**config.mk**
```make
export PLATFORM = sky130hd
export DESIGN_NAME = rdc_decoder
export DESIGN_NICKNAME = d
export VERILOG_FILES = /design/src/rdc_pkg.sv /design/src/rdc_decoder.sv
export SDC_FILE = /design/constraint.sdc
export NUM_CORES = 1
export LEC_CHECK = 0
export ABC_AREA = 1
export BUFFER_PORTS_ARGS = -buffer_cell sky130_fd_sc_hd__clkbuf_2
export CORE_MARGIN = 2
export CORE_UTILIZATION = 60
export DETAILED_ROUTE_END_ITERATION = 16
export GPL_TIMING_DRIVEN = 0
export PLACE_DENSITY_LB_ADDON = 0.12
export SLEW_MARGIN = 40
export SYNTH_ARGS = -nofsm -noshare
export SYNTH_HDL_FRONTEND = slang
export SYNTH_SLANG_ARGS = --single-unit
export TNS_END_PERCENT = 10
```
**constraint.sdc**
```tcl
create_clock -name clk_in -period 7.78 [get_ports clk_in]
set_input_delay 2.334 -clock clk_in [delete_from_list [all_inputs] [get_ports clk_in]]
set_output_delay 2.334 -clock clk_in [all_outputs]
set_load 0.005 [all_outputs]
```
**src/rdc_pkg.sv**
```systemverilog
// Purpose: constants and types for the serial-bus register command decoder
// Assumes: odd parity on every frame, one data bit per bus clock
// Notes:   register indices equal the bus register addresses
package rdc_pkg;
  // frame lengths, last bit index counted from zero
  localparam logic [3:0] CMD_LAST  = 4'hc;
  localparam logic [3:0] ADDR_LAST = 4'h8;
  localparam logic [3:0] DATA_LAST = 4'h8;
  localparam logic [3:0] RD_LAST   = 4'h9;

  // register map
  localparam int unsigned REGS          = 9;
  localparam logic [4:0]  REG_ENABLE    = 5'h00;
  localparam logic [4:0]  REG_LOWER_IDX = 5'h01;
  localparam logic [4:0]  REG_A         = 5'h02;
  localparam logic [4:0]  REG_B         = 5'h03;
  localparam logic [4:0]  REG_C         = 5'h04;
  localparam logic [4:0]  REG_UPPER_IDX = 5'h05;
  localparam logic [4:0]  REG_D         = 5'h06;
  localparam logic [4:0]  REG_E         = 5'h07;
  localparam logic [4:0]  REG_F         = 5'h08;
  localparam logic [4:0]  REG_LAST      = 5'h08;
  localparam logic [4:0]  REG_STATUS    = 5'h1a;
  localparam logic [7:0]  ADDR_TOP      = 8'h1f;

  // reset values
  localparam logic [REGS-1:0][7:0] SHADOW_RST = {{8{8'h00}}, 8'h40};

  // command decode
  localparam logic [3:0] BROADCAST_SA = 4'h0;
  localparam logic [2:0] OP_WRITE     = 3'h2;
  localparam logic [2:0] OP_READ      = 3'h3;
  localparam logic [3:0] OP_EXT       = 4'h0;

  // status bit positions
  localparam int unsigned ST_CMD_PAR   = 6;
  localparam int unsigned ST_CMD_LEN   = 5;
  localparam int unsigned ST_ADDR_PAR  = 4;
  localparam int unsigned ST_DATA_PAR  = 3;
  localparam int unsigned ST_RD_UNUSED = 2;
  localparam int unsigned ST_WR_UNUSED = 1;
  localparam int unsigned ST_BUS_GRANT = 0;

  typedef enum logic [3:0] {
    ST_IDLE, ST_SSC, ST_CMD, ST_ADDR, ST_DATA, ST_RPARK, ST_RDATA, ST_RPARK2, ST_SKIP
  } rdc_state_t;

  typedef struct packed {
    logic [10:0] lower_index;
    logic [6:0]  a;
    logic [6:0]  b;
    logic [6:0]  c;
    logic [10:0] upper_index;
    logic [6:0]  d;
    logic [6:0]  e;
    logic [6:0]  f;
  } rdc_levels_t;
endpackage

```
**src/rdc_decoder.sv**
```systemverilog
// Purpose: slave decoder for register write, extended write and register read sequences
// Assumes: bus clock and data pins are asynchronous and sampled by clk_in
// Notes:   data sampled on bus clock falling edges, read data driven on rising edges
// Function
// single register write accepted for any address zero to thirty-one
// address one lower index low byte; two to four index bit and A, B, C
// address five upper index low byte; six to eight index bit and D, E, F
// extended write count field is byte count minus one
// extended write starts at frame address and increments per byte up to top
// master updates A to C with four-byte extended write from address one
// master updates D to F with four-byte extended write from address five
// master may use one eight-byte or two four-byte extended writes
// status read returns zero top bit and seven error flags
// new A, B, C levels applied together when C register is written
// output-value writes ignored while enable bits for A, B, C are all clear
// odd parity checked per frame; failing write discarded and error flagged
module rdc_decoder (
  // clock and reset
  input  wire logic          clk_in,
  input  wire logic          srst_in,
  // slave identity
  input  wire logic [3:0]    usid_in,
  // serial bus pins
  input  wire logic          sclk_in,
  input  wire logic          sdata_in,
  output logic               sdata_out,
  output logic               sdata_oe_out,
  // register state
  output rdc_pkg::rdc_levels_t levels_out,
  output logic [6:0]         enable_out,
  output logic [6:0]         status_out
);

  logic [2:0]                        sclk_q;
  logic [2:0]                        sdata_q;
  logic [3:0]                        usid_q1;
  logic [3:0]                        usid_q2;
  logic                              sclk_fall;
  logic                              sclk_rise;
  logic                              clk_low;
  logic                              sd;
  logic                              ssc_start;
  logic                              reading;

  rdc_pkg::rdc_state_t               state;
  rdc_pkg::rdc_state_t               next_state;
  logic [3:0]                        cnt;
  logic [3:0]                        next_cnt;
  logic [11:0]                       sh;
  logic [11:0]                       next_sh;
  logic [7:0]                        addr;
  logic [7:0]                        next_addr;
  logic [3:0]                        left;
  logic [3:0]                        next_left;
  logic [8:0]                        rd_sh;
  logic [8:0]                        next_rd_sh;
  logic                              sd_o;
  logic                              next_sd_o;
  logic                              sd_oe;
  logic                              next_sd_oe;
  logic [rdc_pkg::REGS-1:0][7:0]     shadow;
  logic [rdc_pkg::REGS-1:0][7:0]     next_shadow;
  rdc_pkg::rdc_levels_t              levels;
  rdc_pkg::rdc_levels_t              next_levels;
  logic [6:0]                        status;
  logic [6:0]                        next_status;

  logic [12:0]                       frame;
  logic [4:0]                        rd_sel;
  logic [7:0]                        rd_byte;
  logic                              rd_unused;
  logic                              dac_ignore;
  logic                              sa_ok;
  logic                              cmd_done;
  logic                              rd_load;
  logic                              wr_fire;
  logic                              wr_apply;

  // pin synchronisers and edge finders
  always_ff @(posedge clk_in) begin
    if (srst_in) begin
      sclk_q  <= 3'h0;
      sdata_q <= 3'h0;
      usid_q1 <= 4'h0;
      usid_q2 <= 4'h0;
    end else begin
      sclk_q  <= {sclk_q[1:0], sclk_in};
      sdata_q <= {sdata_q[1:0], sdata_in};
      usid_q1 <= usid_in;
      usid_q2 <= usid_q1;
    end
  end

  assign sclk_fall  = sclk_q[2] & ~sclk_q[1];
  assign sclk_rise  = ~sclk_q[2] & sclk_q[1];
  assign clk_low    = ~sclk_q[2] & ~sclk_q[1];
  assign sd         = sdata_q[1];
  // no start detection while the read turnaround owns the data line
  assign reading    = (state == rdc_pkg::ST_RPARK) || (state == rdc_pkg::ST_RDATA) || (state == rdc_pkg::ST_RPARK2);
  assign ssc_start  = ~sdata_q[2] & sdata_q[1] & clk_low & ~sd_oe & ~reading;
  assign frame      = {sh, sd};
  assign sa_ok      = (frame[12:9] == usid_q2) ||
                      ((frame[12:9] == rdc_pkg::BROADCAST_SA) && (frame[8:6] != rdc_pkg::OP_READ));
  assign dac_ignore = (shadow[rdc_pkg::REG_ENABLE][3:1] == 3'h0);
  assign cmd_done   = (state == rdc_pkg::ST_CMD) && sclk_fall && (cnt == rdc_pkg::CMD_LAST) && !ssc_start;

  // read data select
  always_comb begin
    rd_sel    = frame[5:1];
    rd_unused = 1'b0;
    if (rd_sel <= rdc_pkg::REG_LAST) begin
      rd_byte = shadow[rd_sel[3:0]];
    end else if (rd_sel == rdc_pkg::REG_STATUS) begin
      rd_byte = {1'b0, status};
    end else begin
      rd_byte   = 8'h00;
      rd_unused = 1'b1;
    end
  end

  // sequence decoder
  always_comb begin
    next_state  = state;
    next_cnt    = cnt;
    next_sh     = sh;
    next_addr   = addr;
    next_left   = left;
    next_rd_sh  = rd_sh;
    next_sd_o   = sd_o;
    next_sd_oe  = sd_oe;
    next_shadow = shadow;
    next_levels = levels;
    next_status = status;
    rd_load     = 1'b0;
    wr_fire     = 1'b0;
    wr_apply    = 1'b0;
    if (ssc_start) begin
      if ((state == rdc_pkg::ST_CMD) || (state == rdc_pkg::ST_ADDR) || (state == rdc_pkg::ST_DATA)) begin
        next_status[rdc_pkg::ST_CMD_LEN] = 1'b1;
      end
      next_state = rdc_pkg::ST_SSC;
    end else begin
      case (state)
        rdc_pkg::ST_SSC: begin
          if (~sdata_q[1] & sdata_q[2] & clk_low) begin
            next_state = rdc_pkg::ST_CMD;
            next_cnt   = 4'h0;
          end else if (sclk_fall) begin
            next_state = rdc_pkg::ST_IDLE;
          end
        end
        rdc_pkg::ST_CMD: begin
          if (sclk_fall) begin
            next_sh  = frame[11:0];
            next_cnt = cnt + 4'h1;
            if (cnt == rdc_pkg::CMD_LAST) begin
              next_cnt = 4'h0;
              if (!sa_ok) begin
                next_state = rdc_pkg::ST_SKIP;
              end else if (^frame == 1'b0) begin
                next_status[rdc_pkg::ST_CMD_PAR] = 1'b1;
                next_state = rdc_pkg::ST_SKIP;
              end else if (frame[8:6] == rdc_pkg::OP_WRITE) begin
                next_addr  = {3'h0, frame[5:1]};
                next_left  = 4'h0;
                next_state = rdc_pkg::ST_DATA;
              end else if (frame[8:6] == rdc_pkg::OP_READ) begin
                rd_load     = 1'b1;
                next_rd_sh  = {rd_byte, ~^rd_byte};
                next_status = 7'h00;
                next_status[rdc_pkg::ST_RD_UNUSED] = rd_unused;
                next_state  = rdc_pkg::ST_RPARK;
              end else if (frame[8:5] == rdc_pkg::OP_EXT) begin
                next_left  = frame[4:1];
                next_state = rdc_pkg::ST_ADDR;
              end else begin
                next_state = rdc_pkg::ST_SKIP;
              end
            end
          end
        end
        rdc_pkg::ST_ADDR: begin
          if (sclk_fall) begin
            next_sh  = frame[11:0];
            next_cnt = cnt + 4'h1;
            if (cnt == rdc_pkg::ADDR_LAST) begin
              next_cnt = 4'h0;
              if (^frame[8:0] == 1'b0) begin
                next_status[rdc_pkg::ST_ADDR_PAR] = 1'b1;
                next_state = rdc_pkg::ST_SKIP;
              end else begin
                next_addr  = frame[8:1];
                next_state = rdc_pkg::ST_DATA;
              end
            end
          end
        end
        rdc_pkg::ST_DATA: begin
          if (sclk_fall) begin
            next_sh  = frame[11:0];
            next_cnt = cnt + 4'h1;
            if (cnt == rdc_pkg::DATA_LAST) begin
              next_cnt = 4'h0;
              if (^frame[8:0] == 1'b0) begin
                next_status[rdc_pkg::ST_DATA_PAR] = 1'b1;
                next_state = rdc_pkg::ST_SKIP;
              end else begin
                wr_fire = 1'b1;
                if (addr <= {3'h0, rdc_pkg::REG_LAST}) begin
                  if (!dac_ignore || (addr == {3'h0, rdc_pkg::REG_ENABLE})) begin
                    wr_apply = 1'b1;
                    next_shadow[addr[3:0]] = frame[8:1];
                    if (addr == {3'h0, rdc_pkg::REG_ENABLE}) begin
                      next_shadow[addr[3:0]][7] = 1'b0;
                    end
                  end
                end else if (addr <= rdc_pkg::ADDR_TOP) begin
                  next_status[rdc_pkg::ST_WR_UNUSED] = 1'b1;
                end
                if (wr_apply && (addr == {3'h0, rdc_pkg::REG_C})) begin
                  next_levels.lower_index = {next_shadow[rdc_pkg::REG_C][7], next_shadow[rdc_pkg::REG_B][7],
                                             next_shadow[rdc_pkg::REG_A][7], next_shadow[rdc_pkg::REG_LOWER_IDX]};
                  next_levels.a = next_shadow[rdc_pkg::REG_A][6:0];
                  next_levels.b = next_shadow[rdc_pkg::REG_B][6:0];
                  next_levels.c = next_shadow[rdc_pkg::REG_C][6:0];
                end
                if (wr_apply && (addr == {3'h0, rdc_pkg::REG_F})) begin
                  next_levels.upper_index = {next_shadow[rdc_pkg::REG_F][7], next_shadow[rdc_pkg::REG_E][7],
                                             next_shadow[rdc_pkg::REG_D][7], next_shadow[rdc_pkg::REG_UPPER_IDX]};
                  next_levels.d = next_shadow[rdc_pkg::REG_D][6:0];
                  next_levels.e = next_shadow[rdc_pkg::REG_E][6:0];
                  next_levels.f = next_shadow[rdc_pkg::REG_F][6:0];
                end
                if (left == 4'h0) begin
                  next_state = rdc_pkg::ST_IDLE;
                end else begin
                  next_left = left - 4'h1;
                  next_addr = addr + 8'h01;
                end
              end
            end
          end
        end
        rdc_pkg::ST_RPARK: begin
          if (sclk_fall) begin
            next_state = rdc_pkg::ST_RDATA;
            next_cnt   = 4'h0;
          end
        end
        rdc_pkg::ST_RDATA: begin
          if (sclk_rise) begin
            next_sd_oe = 1'b1;
            next_cnt   = cnt + 4'h1;
            if (cnt == rdc_pkg::RD_LAST) begin
              next_sd_o  = 1'b0;
              next_state = rdc_pkg::ST_RPARK2;
            end else begin
              next_sd_o  = rd_sh[8];
              next_rd_sh = {rd_sh[7:0], 1'b0};
            end
          end
        end
        rdc_pkg::ST_RPARK2: begin
          if (sclk_fall) begin
            next_sd_oe = 1'b0;
            next_state = rdc_pkg::ST_IDLE;
          end
        end
        default: begin
          next_state = state;
        end
      endcase
    end
    next_status[rdc_pkg::ST_BUS_GRANT] = 1'b0;
  end

  always_ff @(posedge clk_in) begin
    if (srst_in) begin
      state  <= rdc_pkg::ST_IDLE;
      cnt    <= 4'h0;
      sh     <= 12'h000;
      addr   <= 8'h00;
      left   <= 4'h0;
      rd_sh  <= 9'h000;
      sd_o   <= 1'b0;
      sd_oe  <= 1'b0;
      shadow <= rdc_pkg::SHADOW_RST;
      levels <= '0;
      status <= 7'h00;
    end else begin
      state  <= next_state;
      cnt    <= next_cnt;
      sh     <= next_sh;
      addr   <= next_addr;
      left   <= next_left;
      rd_sh  <= next_rd_sh;
      sd_o   <= next_sd_o;
      sd_oe  <= next_sd_oe;
      shadow <= next_shadow;
      levels <= next_levels;
      status <= next_status;
    end
  end

  assign sdata_out    = sd_o;
  assign sdata_oe_out = sd_oe;
  assign levels_out   = levels;
  assign enable_out   = shadow[rdc_pkg::REG_ENABLE][6:0];
  assign status_out   = status;
endmodule

```
==> Word level (Yosys, flattened, before mapping) <==
Cells that the tools add are included.
{ "word_totals": {"reg_bits": 200, "inputBits": 8, "out_inout_bits": 80, "word_cells": 288} }
{ "classes": {"addsub": 3, "n_lt_le_gt_ge": 6, "n_eq_ne": 59, "mux": 109, "n_bitwise": 19, "n_reduce_logical": 55} }
{ "op_table": {"columns": ["op", "n"], "rows": [
  ["72-bit 2-to-1 mux", 3],
  ["4-bit 2-to-1 mux", 37],
  ["8-bit 2-to-1 mux", 16],
  ["72-bit bitwise AND", 1],
  ["72-bit bitwise mux", 1],
  ["9-bit 2-to-1 mux", 8],
  ["72-bit NOT", 1],
  ["8-bit demux with 4-bit select", 2],
  ["11-bit AND reduction", 4],
  ["8-bit binary-select mux with 4-bit select", 1],
  ["2-bit != test, second input constant", 16],
  ["4-bit case mux with 7 select lines", 1],
  ["2-bit by 1-bit != test with 1-bit output, second input constant", 13],
  ["1-bit 2-to-1 mux", 25],
  ["6-bit 2-to-1 mux", 4],
  ["8-bit case mux with 3 select lines", 1],
  ["7-bit 2-to-1 mux", 3],
  ["7-bit AND reduction", 3],
  ["4-bit case mux with 5 select lines", 1],
  ["2-bit nonzero test", 10],
  ["3-bit by 2-bit != test with 1-bit output, second input constant", 6],
  ["3-bit != test, second input constant", 6],
  ["9-bit case mux with 2 select lines", 1],
  ["4-bit by 3-bit == test with 1-bit output, second input constant", 4],
  ["other kinds (46)", 83]
]} }

==> Depth between registers and ports, before layout <==
{ "logic_depth": {"depth_word": 12, "mapped_depth": 18, "mapped_depth_nobuf": 17} }

==> Least setup slack after synthesis <==
OpenSTA, ideal clock, no wires.
{ "synth_path": {"path_type": "in2reg", "from": "input port srst_in", "to": "register status[5], in the netlist status_out[5]", "setup_ns": 0.070, "t_arrival_ns": 3.178, "t_required_ns": 7.710, "slack_ns": 4.532, "path_stages": 5, "n_path_buf": 2, "cell_sequence": "inv_1 > clkbuf_1 > clkbuf_1 > o21ai_0 > a21oi_1"} }
{ "synth_lines": {"columns": ["item", "line", "rtl"], "rows": [
  ["from (decl)", "rdc_decoder.sv:20", "input wire logic srst_in,"],
  ["to (signal assigned)", "rdc_decoder.sv:301", "status <= next_status;"],
  ["to (decl)", "rdc_decoder.sv:65", "logic [6:0] status;"]
]} }

==> Worst setup path after layout <==
{ "layout_path": {"from": "register sh[5]", "to": "register levels, in the netlist levels_out[23]"} }
{ "layout_via": {"elab_chain_cells": 2} }
{ "layout_lines": {"columns": ["item", "line", "rtl"], "rows": [
  ["from (decl)", "rdc_decoder.sv:49", "logic [11:0] sh;"],
  ["from (signal assigned)", "rdc_decoder.sv:293", "sh <= next_sh;"],
  ["9-bit parity", "rdc_decoder.sv:204", "if (^frame[8:0] == 1'b0) begin"],
  ["6-bit AND reduction (no line)", null, null],
  ["to (signal assigned)", "rdc_decoder.sv:300", "levels <= next_levels;"],
  ["to (decl)", "rdc_decoder.sv:63", "rdc_pkg::rdc_levels_t levels;"]
]} }
No other way between the ends.
A chain may end at the register's enable or synchronous reset.

==> metrics.txt <==
most common cell after layout, fill and taps aside nand2_1; register share of total power 44.9%; Top FF cell, synth dfxtp_1; grt ovf 0; asr flop ratio synth 0%; Initial Utilization 61.2%; wire per inst 17.8 um; Worst setup EP type flip-flop; CP startpoint sh[5]$_SDFFE_PP0P_; drt via density 5.75; initial antenna violation count 0; EDFF count, synth 0; Hold Path Class reg -> reg; Cell variety after synth 48; Core Region 0.0158 mm^2; Final Slew Violations 0; sequential element share of the synthesized area 41.2%; gpl congestion 1.04; clk_lat worst skew 450 ps; unrepaired setup endpoints after global routing no; highest clock rate 253 MHz; status finished clean; measured slew at the worst slew-check pin 796 ps; Filler cells 1,406; maximum vdd drop 0.166 mV; Gate power share 16.6%; via count 10,089; Mapped Cells 1,420; Avg Cell Area, Syn 6.82 um^2; Leakage Power 0.00463 uW; Arr. time, crit path 4300 ps; cell area after synthesis 0.00968 mm^2; CP Data Required Time 8120 ps; area grow syn2layout 13.6%; minimum clock period 3960 ps; Die Area 0.0172 mm^2; Net Sw Frac 31.0%; syn nets 1,439; vias in the first global route 9,042; crit-path cells clkinv_1, ha_1, xnor2_1, xnor2_1, nand2_1, nand2_4, nand2_2, nor3_4, nand2_2, nor2_4, inv_2, clkbuf_2, o21ai_0, nor2_1; critical path's slowest cell dfxtp_1; Post-CTS Setup Inserts 0; Std-Cell Rows 46; Tcrit/Tclk final 50.8%; final hold violations 0; first-pass GRT wire length 47,700 um; flops & latches, synth 199; CTS Sinks 199; Total GRT Usage 36.6%; Synth Warn # 0; setup TNS 0 ps; MaxCap Viol Count 0; Die Y 131 um; DRC 0; DRT Pass-1 Iters 8; PortBufs 86; layout cells sized above 1 10.6%; htree depth 4; HP Start sdata_q[0]$_SDFF_PP0_; maximum clock path buffer count 2; Die X 131 um; largest net degree at the start of global routing 20; launching point of the worst reg2reg path sh[5]$_SDFFE_PP0P_; nets 1,544; Post-DRT Antenna Nets 0; Slew HR 47.0%; crit path kind reg -> reg; CTS Buf Count 17; Antenna diodes 0; # resized after CTS 0; Clock Pin Slew Worst Setup and Hold Paths 80 ps; number of top-level pins 88; Internal Power 1670 uW; final wirelength 31,300 um; Clock Tree Root clkbuf_16; CTS tree done; dpl hpwl 23,300 um; commonest non-fill, non-tap cells in the layout nand2_1, dfxtp_1, o21ai_0, inv_1, nor2_1; CP max FO 10; Pwr Total 2420 uW; DRT iter0 DRCs 1,211; # hold bufs at CTS 0; PD cells 220 mW/mm^2; Final Skew 11.0 ps; switching power 748 uW; Finish-stage setup viols 0; Clock Power Share 38.5%; CP max stage delay 580 ps; Startpoint Class flip-flop
==> cell type report <==
type	instances	area, um^2	share of cell area [%]
plain buffers	81	367	3.33
clock buffers	17	425	3.87
clock inverters	15	191	1.74
inverters	187	702	6.38
multi-input cells	953	4630	42.1
flip-flops and latches	199	3980	36.2
well taps	216	270	2.46
repair buffers	86	430	3.91
==> synthesized netlist by cell type, drive strengths merged (2+ instances only) <==
| cell type | instances | area, um^2 |
|---|---|---|
| a211oi | 24 | 180 |
| inv | 184 | 691 |
| nand3b | 4 | 30.0 |
| ha | 11 | 138 |
| xnor2 | 11 | 104 |
| o21ai | 198 | 995 |
| a41oi | 2 | 17.5 |
| clkinv | 3 | 11.3 |
| dfxtp | 199 | 3980 |
| mux2i | 4 | 40.0 |
| buf | 26 | 158 |
| o21a | 2 | 15.0 |
| o211ai | 2 | 15.0 |
| nand3 | 77 | 385 |
| o2111ai | 2 | 17.5 |
| nor2 | 163 | 624 |
| a21boi | 3 | 22.5 |
| nand2 | 260 | 991 |
| a21oi | 137 | 697 |
| nor3 | 18 | 118 |
| nand4 | 12 | 75.1 |
| nor4 | 3 | 18.8 |
| xor2 | 3 | 26.3 |
| o22ai | 5 | 31.3 |
| clkbuf | 55 | 209 |
| a221oi | 2 | 17.5 |
| a31oi | 3 | 18.8 |
==> path summary, 6_finish.rpt <==
path,cells after the start,slack [ps],end
setup / recovery,14,3820,levels_out[23]$_SDFFE_PP0P_
hold / removal,2,400,sdata_q[1]$_SDFF_PP0_
setup reg to reg,14,3820,levels_out[23]$_SDFFE_PP0P_
hold reg to reg,2,400,sdata_q[1]$_SDFF_PP0_
==> power groups by stage <==
stage          combinational, uW  sequential, uW  clock, uW
6_report                     401            1090        931
5_1_grt                      447            1090        961
4_1_cts                      393            1080        926
3_5_place_dp                 389            1110          0
3_3_place_gp                 384            1110          0
2_1_floorplan                296            1100          0
==> flip-flops by register name, indices dropped and copies added, names as in the netlist, named ones only <==
name	count
shadow	65
levels_out	64
sh	12
rd_sh	9
addr	8
status_out	6
cnt	4
left	4
state	4
usid_q1	4
usid_q2	4
sclk_q	3
sdata_q	3
sdata_oe_out	1
sdata_out	1
==> metal layers <==
metal	global-route usage, %	share of wire [%]	wire length (um)	vias up
met5	0	0	0	-
met2	60.0	46	14300	522
li1	-	-	-	4838
met3	6.64	8.8	2760	107
met1	46.7	41	12700	4622
met4	17.5	4.7	1460	0
==> kinds of logic (layout without fill, tap and decap cells) <==
group / Yosys count / after routing / share of synthesized area [%]
xor+xnor: 14 / 14 / 1.34
simple gates: 540 / 540 / 23.4
mux: 4 / 4 / 0.414
buf+inv: 268 / 386 / 11.0
other cells: 1 / 1 / 0.0387
fa+ha+maj: 11 / 11 / 1.42
flops: 199 / 199 / 41.2
compound gates: 383 / 383 / 21.2
==> critical path, delay by kind of cell (launching register included) <==
kind	cells	cell delay (ps)
AO/OA/AOI/OAI	1	160
XOR/XNOR	2	380
adder cells (fa/ha/maj)	1	500
buffers and inverters	3	980
flip-flops	1	580
AND/OR/NAND/NOR	7	1250
==> through the flow <==
stage               util, %  area (um^2)  std cells  hold slack, ps  setup slack (ps)
floorplan                 -         9680       1420             388              4530
global placement       65.6        10400       1722             392              3650
detailed placement     65.6        10400       1722             395              3620
CTS                    69.5        11000       1754             406              3970
global route           69.5        11000       1754             415              3690
finish                 69.5        11000       1754             404              3820
(Power assumes the default switching activity.)
